`src/rtl/bsl_consts.vh`:
```
/*
 * Constants for the boot strap latch: strap field positions, widths,
 * reset values and the settle time for the cold reset release.
 * Assumes inclusion by the design files only; definitions only.
 */
`ifndef BSL_CONSTS_VH
`define BSL_CONSTS_VH

`define BSL_STRAP_W         16
`define BSL_PLL_LSB         0
`define BSL_PLL_W           3
`define BSL_PRI_SRC_LSB     3
`define BSL_PRI_SRC_W       4
`define BSL_PRI_OPT_LSB     7
`define BSL_PRI_OPT_W       3
`define BSL_BKP_SRC_LSB     10
`define BSL_BKP_SRC_W       3
`define BSL_BKP_OPT_BIT     13
`define BSL_RSVD_LSB        14
`define BSL_RSVD_W          2
`define BSL_STRAP_RST       16'h0000
`define BSL_CLK_MHZ         200
`define BSL_SETTLE_NS       100
`define BSL_SETTLE_CYC      ((`BSL_SETTLE_NS * `BSL_CLK_MHZ + 999) / 1000)

`endif

```
`src/rtl/bsl_boot_strap_latch.v`:
```
/*
 * Boot strap latch: samples sixteen strap pins while power-on reset is
 * held, freezes them SETTLE_CYC cycles after release, decodes the boot fields, hands the pins
 * to their functional roles and steers primary/backup boot selection.
 * Assumes the cold reset and strap pins are asynchronous to ref_clk_i and
 * that the board holds the straps stable before cold reset is released.
 */
// What this block does
// - Capture all strap levels during power-on reset; indicate capture on reset output.
// - Strap bits 2..0 give reference oscillator frequency for PLL setup.
// - Strap bits 6..3 select the primary boot source.
// - Strap bits 9..7 give primary boot source options.
// - Strap bits 12..10 select backup source, used only after primary fails.
// - Strap bit 13 gives an extra backup boot source option.
// - On primary boot failure while boot_done_i is low, continue by trying the backup source.
// - After capture, strap pins switch to their alternate functions.
`timescale 1ns/1ps
`default_nettype none
`include "bsl_consts.vh"

module bsl_boot_strap_latch #(
    parameter STRAP_W    = `BSL_STRAP_W,
    parameter SETTLE_CYC = `BSL_SETTLE_CYC
) (
    input  wire               ref_clk_i,
    input  wire               rst_i,
    input  wire               cold_reset_input_n_i,
    input  wire [STRAP_W-1:0] strap_pin_i,
    input  wire               primary_boot_fail_i,
    input  wire               boot_done_i,
    output reg                power_on_reset_indication_out_n_o,
    output reg                strap_func_en_o,
    output reg  [2:0]         pll_ref_sel_o,
    output reg  [3:0]         pri_boot_src_o,
    output reg  [2:0]         pri_boot_opt_o,
    output reg  [2:0]         bkp_boot_src_o,
    output reg                bkp_boot_opt_o,
    output reg  [1:0]         rsvd_strap_o,
    output reg                boot_use_backup_o,
    output reg                boot_failed_o,
    output reg                straps_valid_o
);
    // =====================================================================
    // Synchronisers
    // =====================================================================
    wire [STRAP_W-1:0] strap_sync;
    wire [0:0]         cold_rel_sync;
    wire [0:0]         por_sync;

    bsl_sync #(.W(STRAP_W)) u_strap_sync (
        .ref_clk_i (ref_clk_i),
        .rst_i     (rst_i),
        .d_i       (strap_pin_i),
        .q_o       (strap_sync)
    );

    bsl_sync #(.W(1)) u_por_sync (
        .ref_clk_i (ref_clk_i),
        .rst_i     (rst_i),
        .d_i       (cold_reset_input_n_i),
        .q_o       (cold_rel_sync)
    );

    // Sync clears to the held side: capture in force out of reset
    assign por_sync = ~cold_rel_sync;

    // =====================================================================
    // Field extraction
    // =====================================================================
    function [3:0] field;
        input [STRAP_W-1:0] v;
        input integer       lsb;
        input integer       w;
        integer             k;
        begin
            field = 4'h0;
            for (k = 0; k < w; k = k + 1)
                field[k] = v[lsb + k];
        end
    endfunction

    // =====================================================================
    // Sequencer
    // =====================================================================
    localparam [1:0] ST_CAPTURE = 2'b00;
    localparam [1:0] ST_SETTLE  = 2'b01;
    localparam [1:0] ST_PRIMARY = 2'b10;
    localparam [1:0] ST_BACKUP  = 2'b11;

    function in_capture;
        input [1:0] s;
        begin
            in_capture = (s == ST_CAPTURE) || (s == ST_SETTLE);
        end
    endfunction

    localparam CNT_W = 16;

    reg [1:0]         state_ff;
    reg [1:0]         nxt_state;
    reg [CNT_W-1:0]   cnt_ff;
    reg [CNT_W-1:0]   nxt_cnt;
    reg [STRAP_W-1:0] strap_ff;

    always @*
    begin
        nxt_state = state_ff;
        nxt_cnt   = cnt_ff;
        case (state_ff)
            ST_CAPTURE:
            begin
                nxt_cnt = {CNT_W{1'b0}};
                if (!por_sync[0])
                    nxt_state = ST_SETTLE;
            end
            ST_SETTLE:
            begin
                // Keep straps sampled a little past release
                if (por_sync[0])
                    nxt_state = ST_CAPTURE;
                else if (cnt_ff == SETTLE_CYC[CNT_W-1:0] - 16'h0001)
                    nxt_state = ST_PRIMARY;
                else
                    nxt_cnt = cnt_ff + 16'h0001;
            end
            ST_PRIMARY:
            begin
                if (por_sync[0])
                    nxt_state = ST_CAPTURE;
                // Fallback refused once boot is done
                else if (primary_boot_fail_i && !boot_done_i)
                    nxt_state = ST_BACKUP;
            end
            ST_BACKUP:
            begin
                // Terminal until the next cold reset
                if (por_sync[0])
                    nxt_state = ST_CAPTURE;
            end
            default:
                nxt_state = ST_CAPTURE;
        endcase
    end

    always @(posedge ref_clk_i)
    begin
        if (rst_i)
        begin
            state_ff <= ST_CAPTURE;
            cnt_ff   <= {CNT_W{1'b0}};
            strap_ff <= `BSL_STRAP_RST;
        end
        else
        begin
            state_ff <= nxt_state;
            cnt_ff   <= nxt_cnt;
            if (in_capture(state_ff))
                strap_ff <= strap_sync;
            // Frozen otherwise until next power-on reset
        end
    end

    // =====================================================================
    // Registered outputs
    // =====================================================================
    wire running = (nxt_state == ST_PRIMARY) || (nxt_state == ST_BACKUP);
    wire [STRAP_W-1:0] nxt_strap = in_capture(state_ff) ? strap_sync : strap_ff;

    // Four-bit results, cut to each field width
    wire [3:0] pll_fld     = field(nxt_strap, `BSL_PLL_LSB, `BSL_PLL_W);
    wire [3:0] pri_src_fld = field(nxt_strap, `BSL_PRI_SRC_LSB, `BSL_PRI_SRC_W);
    wire [3:0] pri_opt_fld = field(nxt_strap, `BSL_PRI_OPT_LSB, `BSL_PRI_OPT_W);
    wire [3:0] bkp_src_fld = field(nxt_strap, `BSL_BKP_SRC_LSB, `BSL_BKP_SRC_W);
    wire [3:0] rsvd_fld    = field(nxt_strap, `BSL_RSVD_LSB, `BSL_RSVD_W);

    // Status flags
    always @(posedge ref_clk_i)
    begin
        if (rst_i)
        begin
            power_on_reset_indication_out_n_o <= 1'b0;
            strap_func_en_o                   <= 1'b0;
            boot_use_backup_o                 <= 1'b0;
            boot_failed_o                     <= 1'b0;
            straps_valid_o                    <= 1'b0;
        end
        else
        begin
            power_on_reset_indication_out_n_o <= running;
            strap_func_en_o                   <= running;
            straps_valid_o                    <= running;
            boot_use_backup_o <= (nxt_state == ST_BACKUP);
            boot_failed_o     <= (state_ff == ST_BACKUP) && primary_boot_fail_i
                                 && (nxt_state == ST_BACKUP);
        end
    end

    // Decoded strap fields
    always @(posedge ref_clk_i)
    begin
        if (rst_i)
        begin
            pll_ref_sel_o  <= 3'h0;
            pri_boot_src_o <= 4'h0;
            pri_boot_opt_o <= 3'h0;
            bkp_boot_src_o <= 3'h0;
            bkp_boot_opt_o <= 1'b0;
            rsvd_strap_o   <= 2'h0;
        end
        else
        begin
            pll_ref_sel_o  <= pll_fld[2:0];
            pri_boot_src_o <= pri_src_fld;
            pri_boot_opt_o <= pri_opt_fld[2:0];
            bkp_boot_src_o <= bkp_src_fld[2:0];
            bkp_boot_opt_o <= nxt_strap[`BSL_BKP_OPT_BIT];
            rsvd_strap_o   <= rsvd_fld[1:0];
        end
    end
endmodule

`default_nettype wire

```
`src/rtl/bsl_sync.v`:
```
/*
 * Two-stage synchroniser for a bus of asynchronous levels.
 * Assumes each bit is a slow, quasi-static level.
 */
`timescale 1ns/1ps
`default_nettype none

module bsl_sync #(
    parameter W = 16
) (
    input  wire         ref_clk_i,
    input  wire         rst_i,
    input  wire [W-1:0] d_i,
    output wire [W-1:0] q_o
);
    reg [W-1:0] meta_ff;
    reg [W-1:0] sync_ff;

    always @(posedge ref_clk_i)
    begin
        if (rst_i)
        begin
            meta_ff <= {W{1'b0}};
            sync_ff <= {W{1'b0}};
        end
        else
        begin
            meta_ff <= d_i;
            sync_ff <= meta_ff;
        end
    end

    assign q_o = sync_ff;
endmodule

`default_nettype wire
```
`config.mk`:
```
export PLATFORM = sky130hd
export DESIGN_NAME = bsl_boot_strap_latch
export DESIGN_NICKNAME = d
export VERILOG_FILES = /design/src/rtl/bsl_boot_strap_latch.v /design/src/rtl/bsl_sync.v
export VERILOG_INCLUDE_DIRS = /design/src /design/src/rtl
export SDC_FILE = /design/constraint.sdc
export NUM_CORES = 1
export LEC_CHECK = 0
export ABC_CLOCK_PERIOD_IN_PS = 3400
export BUFFER_PORTS_ARGS = -buffer_cell sky130_fd_sc_hd__buf_2
export CAP_MARGIN = 0
export CORE_MARGIN = 1
export CORE_UTILIZATION = 40
export CTS_CLUSTER_DIAMETER = 40
export DETAILED_ROUTE_END_ITERATION = 6
export PLACE_DENSITY = 0.67
export SLEW_MARGIN = 20
export SYNTH_ARGS = -nofsm -noshare
export SYNTH_HDL_FRONTEND = slang
export SYNTH_SLANG_ARGS = --single-unit
```
`constraint.sdc`:
```
create_clock -name ref_clk_i -period 3.4 [get_ports ref_clk_i]
set_input_delay 0.17 -clock ref_clk_i [delete_from_list [all_inputs] [get_ports ref_clk_i]]
set_output_delay 0.17 -clock ref_clk_i [all_outputs]
set_load 0.02 [all_outputs]
```
==> metrics.txt, run 1 <==
worst reg2reg startpoint=state_ff[0]$_SDFF_PP0_; Cell Area, Placed=about 2700 µm²; crit path launch type=flip-flop; Clock power frac=around 44%; Synth Instances=between 200 and 250; sw frac=between 20% and 30%; die height=approximately 80 µm; worst setup margin=around 1.4 ns; Comb power frac=~3.4%; Avg Synthesized Cell Area=10.3 µm²; worst hold endpoint=u_strap_sync.meta_ff[13]$_SDFF_PP0_; DR vias/cell=between 4 and 5; Worst Hold Class=input pin to flip-flop; M3 GR Usage=7.73%; Synth cell types=33; period utilization=roughly 60%; Synth area leader=dfxtp_1; GR peak layer=met2; dpl ws=1.37 ns; Total Routing Usage GR=between 10 and 15%; internal power=1.29 mW; worst vdd ir=345 µV; sequential share of power=a little over half; Post-CTS Hold Buffers=0; HPWL Detailed=around 2500 µm; CTS tree=done; WS Path Type=flip-flop to flip-flop; Initial Util=between 40% and 50%; Max Cap Viol=0; Final min period=2.04 ns; CP endpoint kind=flip-flop; first-pass GRT wire length=6730 µm; Worst slew margin=35.3%; post-synth top area share=a little under three fifths; fmax=0.491 GHz; Rows=28; # setup viols final=0; postcts setup bufs=0; RSZ-0062 raised after global routing=false; layout cells sized above 1=22.5%; DRT iter0 DRCs=42; routed wire length=3830 µm; Core Box Area=5890 µm²; Multi-input gate area=951 µm²; status=finished, final reports clean; fillers=548; Register Area=about 1400 µm²; commonest non-fill, non-tap cell in the layout=dfxtp_1; crit path max fanout=8; first drt pass iteration count=4; grt total ovfl=0; gpl congestion=0.747; initial antenna violation count=0; largest net degree at the start of global routing=54; net count reported at finish=301; Antenna Nets Post-Route=0; hold wc startpoint=strap_pin_i[13]; R2R Path End=cnt_ff[14]$_SDFFE_PP0P_; htree depth=3; Synth Cell Area=~2400 µm²; Final Util=between 40% and 50%; CTS Root Cell=clkbuf_8; most frequent cells in the layout=70 x dfxtp_1, 41 x buf_2, 34 x nor2b_1, 23 x nor2_1, 18 x mux2i_1; routed vias=1709; Setup TNS Final=0 ns; Global Route met1 Usage=between 10% and 20%; Post-Syn Nets=260; Setup Skew=just over 0.006 ns; WP data arrival=between 2 and 2.5 ns; max-slew violations=0; final instance area=between 2000 and 3000 µm²; Pwr Total=1.62 mW; Critical Path RT=approximately 3.7 ns; Skew-Pair Late Insertion Delay=between 0.3 and 0.4 ns; Resized Gates After CTS=0; hold depth=2; Net Switching=between 300 and 400 µW; FF-to-FF path depth=4; CTS sink count=70; Hold Fails Final Rpt=0; R2R setup slack=1.36 ns; Die Width=80.1 µm; Static Leakage=1.18 nW; met2 Use GR=between 20% and 30%; Routed WL per cell=approximately 11 µm; Synth warnings=0; Diodes inserted=0; register area share after synthesis=about 57%; #FFs+latches synth=70; synth top area cells=dfxtp_1 57%, nor2b_1 8.7%, mux2i_1 7.4%; power per cell area=approximately 560 nW/µm²; CTS max path bufs=2; CTS Buf Count=9; synth-to-layout area growth=19.4%; number of global-route vias before repair=between 1.5k and 2k; Least-Margin Pin Slew=0.968 ns; clock-pin slew on the worst setup and hold paths=about 0.080 ns; # IOs=42; die area=roughly 6400 µm²; DR DRC count=0; port buffer count=41
[final cells by class]
type	count	area share (%)
sequential	70	48.1
timing repair buffer	43	7.56
tap	75	3.22
clock buffer	9	4.25
clock inverter	7	3.31
inverter	7	0.902
multi-input combinational	148	32.6
[registers in the layout, summed over array words and instances, names as in the netlist]
| register | cells |
|---|---|
| boot_failed_o | 1 |
| u_por_sync.meta_ff | 1 |
| u_por_sync.q_o | 1 |
| u_strap_sync.q_o | 16 |
| u_strap_sync.meta_ff | 16 |
| boot_use_backup_o | 1 |
| strap_ff | 16 |
| state_ff | 2 |
| cnt_ff | 16 |
[worst max path at each step]
stage / depth (start not counted) / to / start
global placement: 4 / cnt_ff[14]$_SDFFE_PP0P_ / state_ff[0]$_SDFF_PP0_
floorplan: 5 / cnt_ff[14]$_SDFFE_PP0P_ / state_ff[1]$_SDFF_PP0_
CTS: 4 / cnt_ff[14]$_SDFFE_PP0P_ / state_ff[0]$_SDFF_PP0_
global route: 4 / cnt_ff[14]$_SDFFE_PP0P_ / state_ff[0]$_SDFF_PP0_
finish: 4 / cnt_ff[14]$_SDFFE_PP0P_ / state_ff[0]$_SDFF_PP0_
detailed placement: 4 / cnt_ff[14]$_SDFFE_PP0P_ / state_ff[0]$_SDFF_PP0_
[critical path, cell delays in order (launching register included)]
cell and delay, ns:
dfxtp_1 0.49, nand4b_4 0.18, or4_1 0.62, or4b_1 0.53, a21oi_1 0.14
[per-stage QoR]
step / instances / hold WS (ns)
3_5_place_dp: 343 / 0.383
5_1_grt: 359 / 0.0132
4_1_cts: 359 / 0.0135
2_1_floorplan: 238 / 0.288
6_report: 359 / 0.0364
3_3_place_gp: 343 / 0.377
[routing by layer]
metal,vias up,wire length (µm)
met2,44,1910
met5,-,0
met4,0,65
met3,5,242
li1,875,-
met1,785,1610
[cells in the mapped netlist]
master	count
nand4b_4	1
o211ai_1	2
a21oi_1	9
o21ai_0	5
nor2b_1	34
inv_1	7
buf_4	3
or3_1	4
and3_1	1
xor2_1	2
nand2b_1	3
clkbuf_1	7
and4b_1	1
a31o_2	1
o21bai_1	1
ha_1	1
nand3_1	3
or4_1	6
xnor2_1	4
or2_2	2
nand4_1	5
dfxtp_1	70
or4b_1	1
nor2_1	23
mux2i_1	18
nand2_1	11
nor4bb_1	1
nor4_1	3
o21ba_2	1
o21a_1	1
buf_1	2
nor3_1	4
buf_2	1
[kinds of logic after synthesis]
family | Yosys count | synth area share (%)
simple gates | 103 | 24.1
buf+inv | 20 | 3.59
fa+ha+maj | 1 | 0.513
compound gates | 20 | 4.87
flops | 70 | 57.4
xor+xnor | 6 | 2.15
mux | 18 | 7.38
[power by group through the flow]
stage,clock (mW),sequential (mW),combinational (mW)
2_1_floorplan,0,0.874,0.0306
3_3_place_gp,0,0.869,0.0553
4_1_cts,0.747,0.851,0.0563
3_5_place_dp,0,0.870,0.0561
6_report,0.719,0.851,0.0548
5_1_grt,0.782,0.853,0.0619
Power figures use the tool's default switching activity.
==> inputs of run 2 (changes only) <==
ABC_CLOCK_PERIOD_IN_PS = 2120   (was 3400)
clock period = 2.12 ns   (was 3.4 ns; I/O delays follow)
==> run 2 against run 1 <==
Hold slack worse by 0.021 ns. Die area unchanged. Final cell count up 5.6%. Sequential cell count unchanged. Sequential share of layout area down 2.9 points. Critical endpoint unchanged. First-iteration DRC count up 76%. Cell area up 6.4%. Combinational power up 110%. Total power up 61%. Fmax up 3.1%.
==> metrics.txt, run 2 (synthesized netlist as in run 1, its figures left out) <==
status=finished, final reports clean; power per cell area=842 nW/µm² (+51%); Die Width=80.1 µm (unchanged); Antenna Nets Post-Route=0 (unchanged); fmax=0.506 GHz (+3.1%); commonest non-fill, non-tap cell in the layout=dfxtp_1; Worst Path Buf+Inv=0 (unchanged); Resized Gates After CTS=0 (unchanged); GR peak layer=met2; R2R setup slack=0.14 ns (-1.22 ns); HPWL Detailed=2690 µm (+6.1%); # IOs=42 (unchanged); RSZ-0062 raised after global routing=false; CTS tree=done; crit path launch type=flip-flop; routed wire length=4260 µm (+11%); routed vias=1742 (+1.9%); max-slew violations=0 (unchanged); number of global-route vias before repair=1633 (+4.9%); Final Util=52.7% (+3.2 points); met2 Use GR=24.9% (+1.5 points); Max Cap Viol=0 (unchanged); CTS Root Cell=clkbuf_8; CP max stage cell=or4_1; Multi-input gate area=951 µm² (unchanged); Register Area=1400 µm² (unchanged); Routed WL per cell=11.2 µm (+5.4%); placed cell count=346 (+0.87%); Hold Fails Final Rpt=0 (unchanged); Initial Util=41.5% (unchanged); critical path, cell by cell=nand4b_4, or4_1, or4b_1, a21oi_1; CTS Buf Count=9 (unchanged); net count reported at finish=321 (+6.6%); Critical Path RT=2.39 ns (-1.26 ns); gpl congestion=0.775 (+3.8%); synth-to-layout area growth=27.0%; clock-pin slew on the worst setup and hold paths=0.07 ns (about the same); CTS max path bufs=2 (unchanged); Setup TNS Final=0 ns (unchanged); Final min period=1.98 ns (-0.0611 ns); DR DRC count=0 (unchanged); Non-Filler Instances=379 (+5.6%); Diodes inserted=0 (unchanged); DR vias/cell=4.60 (-3.4%); CP endpoint kind=flip-flop; first drt pass iteration count=4 (unchanged); die area=6420 µm² (unchanged); die height=80.1 µm (unchanged); grt total ovfl=0 (unchanged); Least-Margin Pin Slew=0.479 ns (-0.489 ns); Static Leakage=1.26 nW (+6.5%); largest net degree at the start of global routing=53 (-1.9%); htree depth=3 (unchanged); most frequent cells in the layout=70 x dfxtp_1, 41 x buf_2, 34 x nor2b_1, 23 x nor2_1, 18 x mux2i_1; Skew-Pair Late Insertion Delay=0.34 ns (about the same); Global Route met1 Usage=16.2% (+1.4 points); Worst Hold Class=input pin to flip-flop; port buffer count=41 (unchanged); Core Box Area=5890 µm² (unchanged); max incr delay on CP=0.57 ns (-0.05 ns); initial antenna violation count=0 (unchanged); # setup viols final=0 (unchanged); M3 GR Usage=6.14% (-1.6 points); Rows=28 (unchanged); DRT iter0 DRCs=74 (+76%); Setup Skew=0.00828 ns (+0.00213 ns); layout cells sized above 1=21.7% (-0.82 points); Worst slew margin=68.1% (+33 points); WS Path Type=flip-flop to flip-flop; WP data arrival=2.25 ns (-0.04 ns); Total Routing Usage GR=15.0% (+0.83 points); CTS sink count=70 (unchanged); postcts setup bufs=0 (unchanged); crit path max fanout=8 (unchanged); crit-path leading delay family=simple AND/OR/NAND/NOR gates; worst vdd ir=546 µV (+58%); first-pass GRT wire length=7110 µm (+5.7%); fillers=561 (+2.4%); period utilization=93.2% (+33 points)
run 2: routing by layer:
metal | vias to the layer above | wire, µm
li1 | 918 | -
met1 | 787 | 1910
met2 | 32 | 2100
met3 | 5 | 195
met4 | 0 | 60
met5 | - | 0
run 2: layout make-up:
class	count	area share, %
flip-flops and latches	70	45.2
multi-input cells	148	30.7
repair buffers	63	13.3
clock buffers	10	4.12
well taps	75	3.03
clock inverters	6	2.79
inverters	7	0.848
run 2: worst paths after layout:
check / from / endpoint / depth (start not counted)
worst min register to register: u_strap_sync.meta_ff[12]$_SDFF_PP0_ / u_strap_sync.q_o[12]$_SDFF_PP0_ / 1
worst max-delay path: state_ff[0]$_SDFF_PP0_ / cnt_ff[14]$_SDFFE_PP0P_ / 4
worst max register to register: state_ff[0]$_SDFF_PP0_ / cnt_ff[14]$_SDFFE_PP0P_ / 4
worst min-delay path: cold_reset_input_n_i / u_por_sync.meta_ff$_SDFF_PP0_ / 2
run 2: where the power goes:
group	switching, mW	internal, mW
clock network	0.471	0.660
registers	0.0123	1.35
logic	0.0491	0.0645
total	0.532	2.08
run 2: repair_timing:
item | in CTS | in global routing
hold buffers | 17 | 0
endpoints found under the setup margin | 0 | 0
endpoints found under the hold margin | 17 | 0
run 2: stage by stage:
stage	area (µm²)	setup slack, ns	power (mW)	hold WS (ns)
after detailed placement	2720	0.167	1.49	0.319
after floorplan	2440	0.182	1.45	0.224
final	3100	0.144	2.61	0.0153
after global placement	2720	0.215	1.48	0.313
after global routing	3100	0.0728	2.73	0.0245
after CTS	3100	0.151	2.66	0.0119
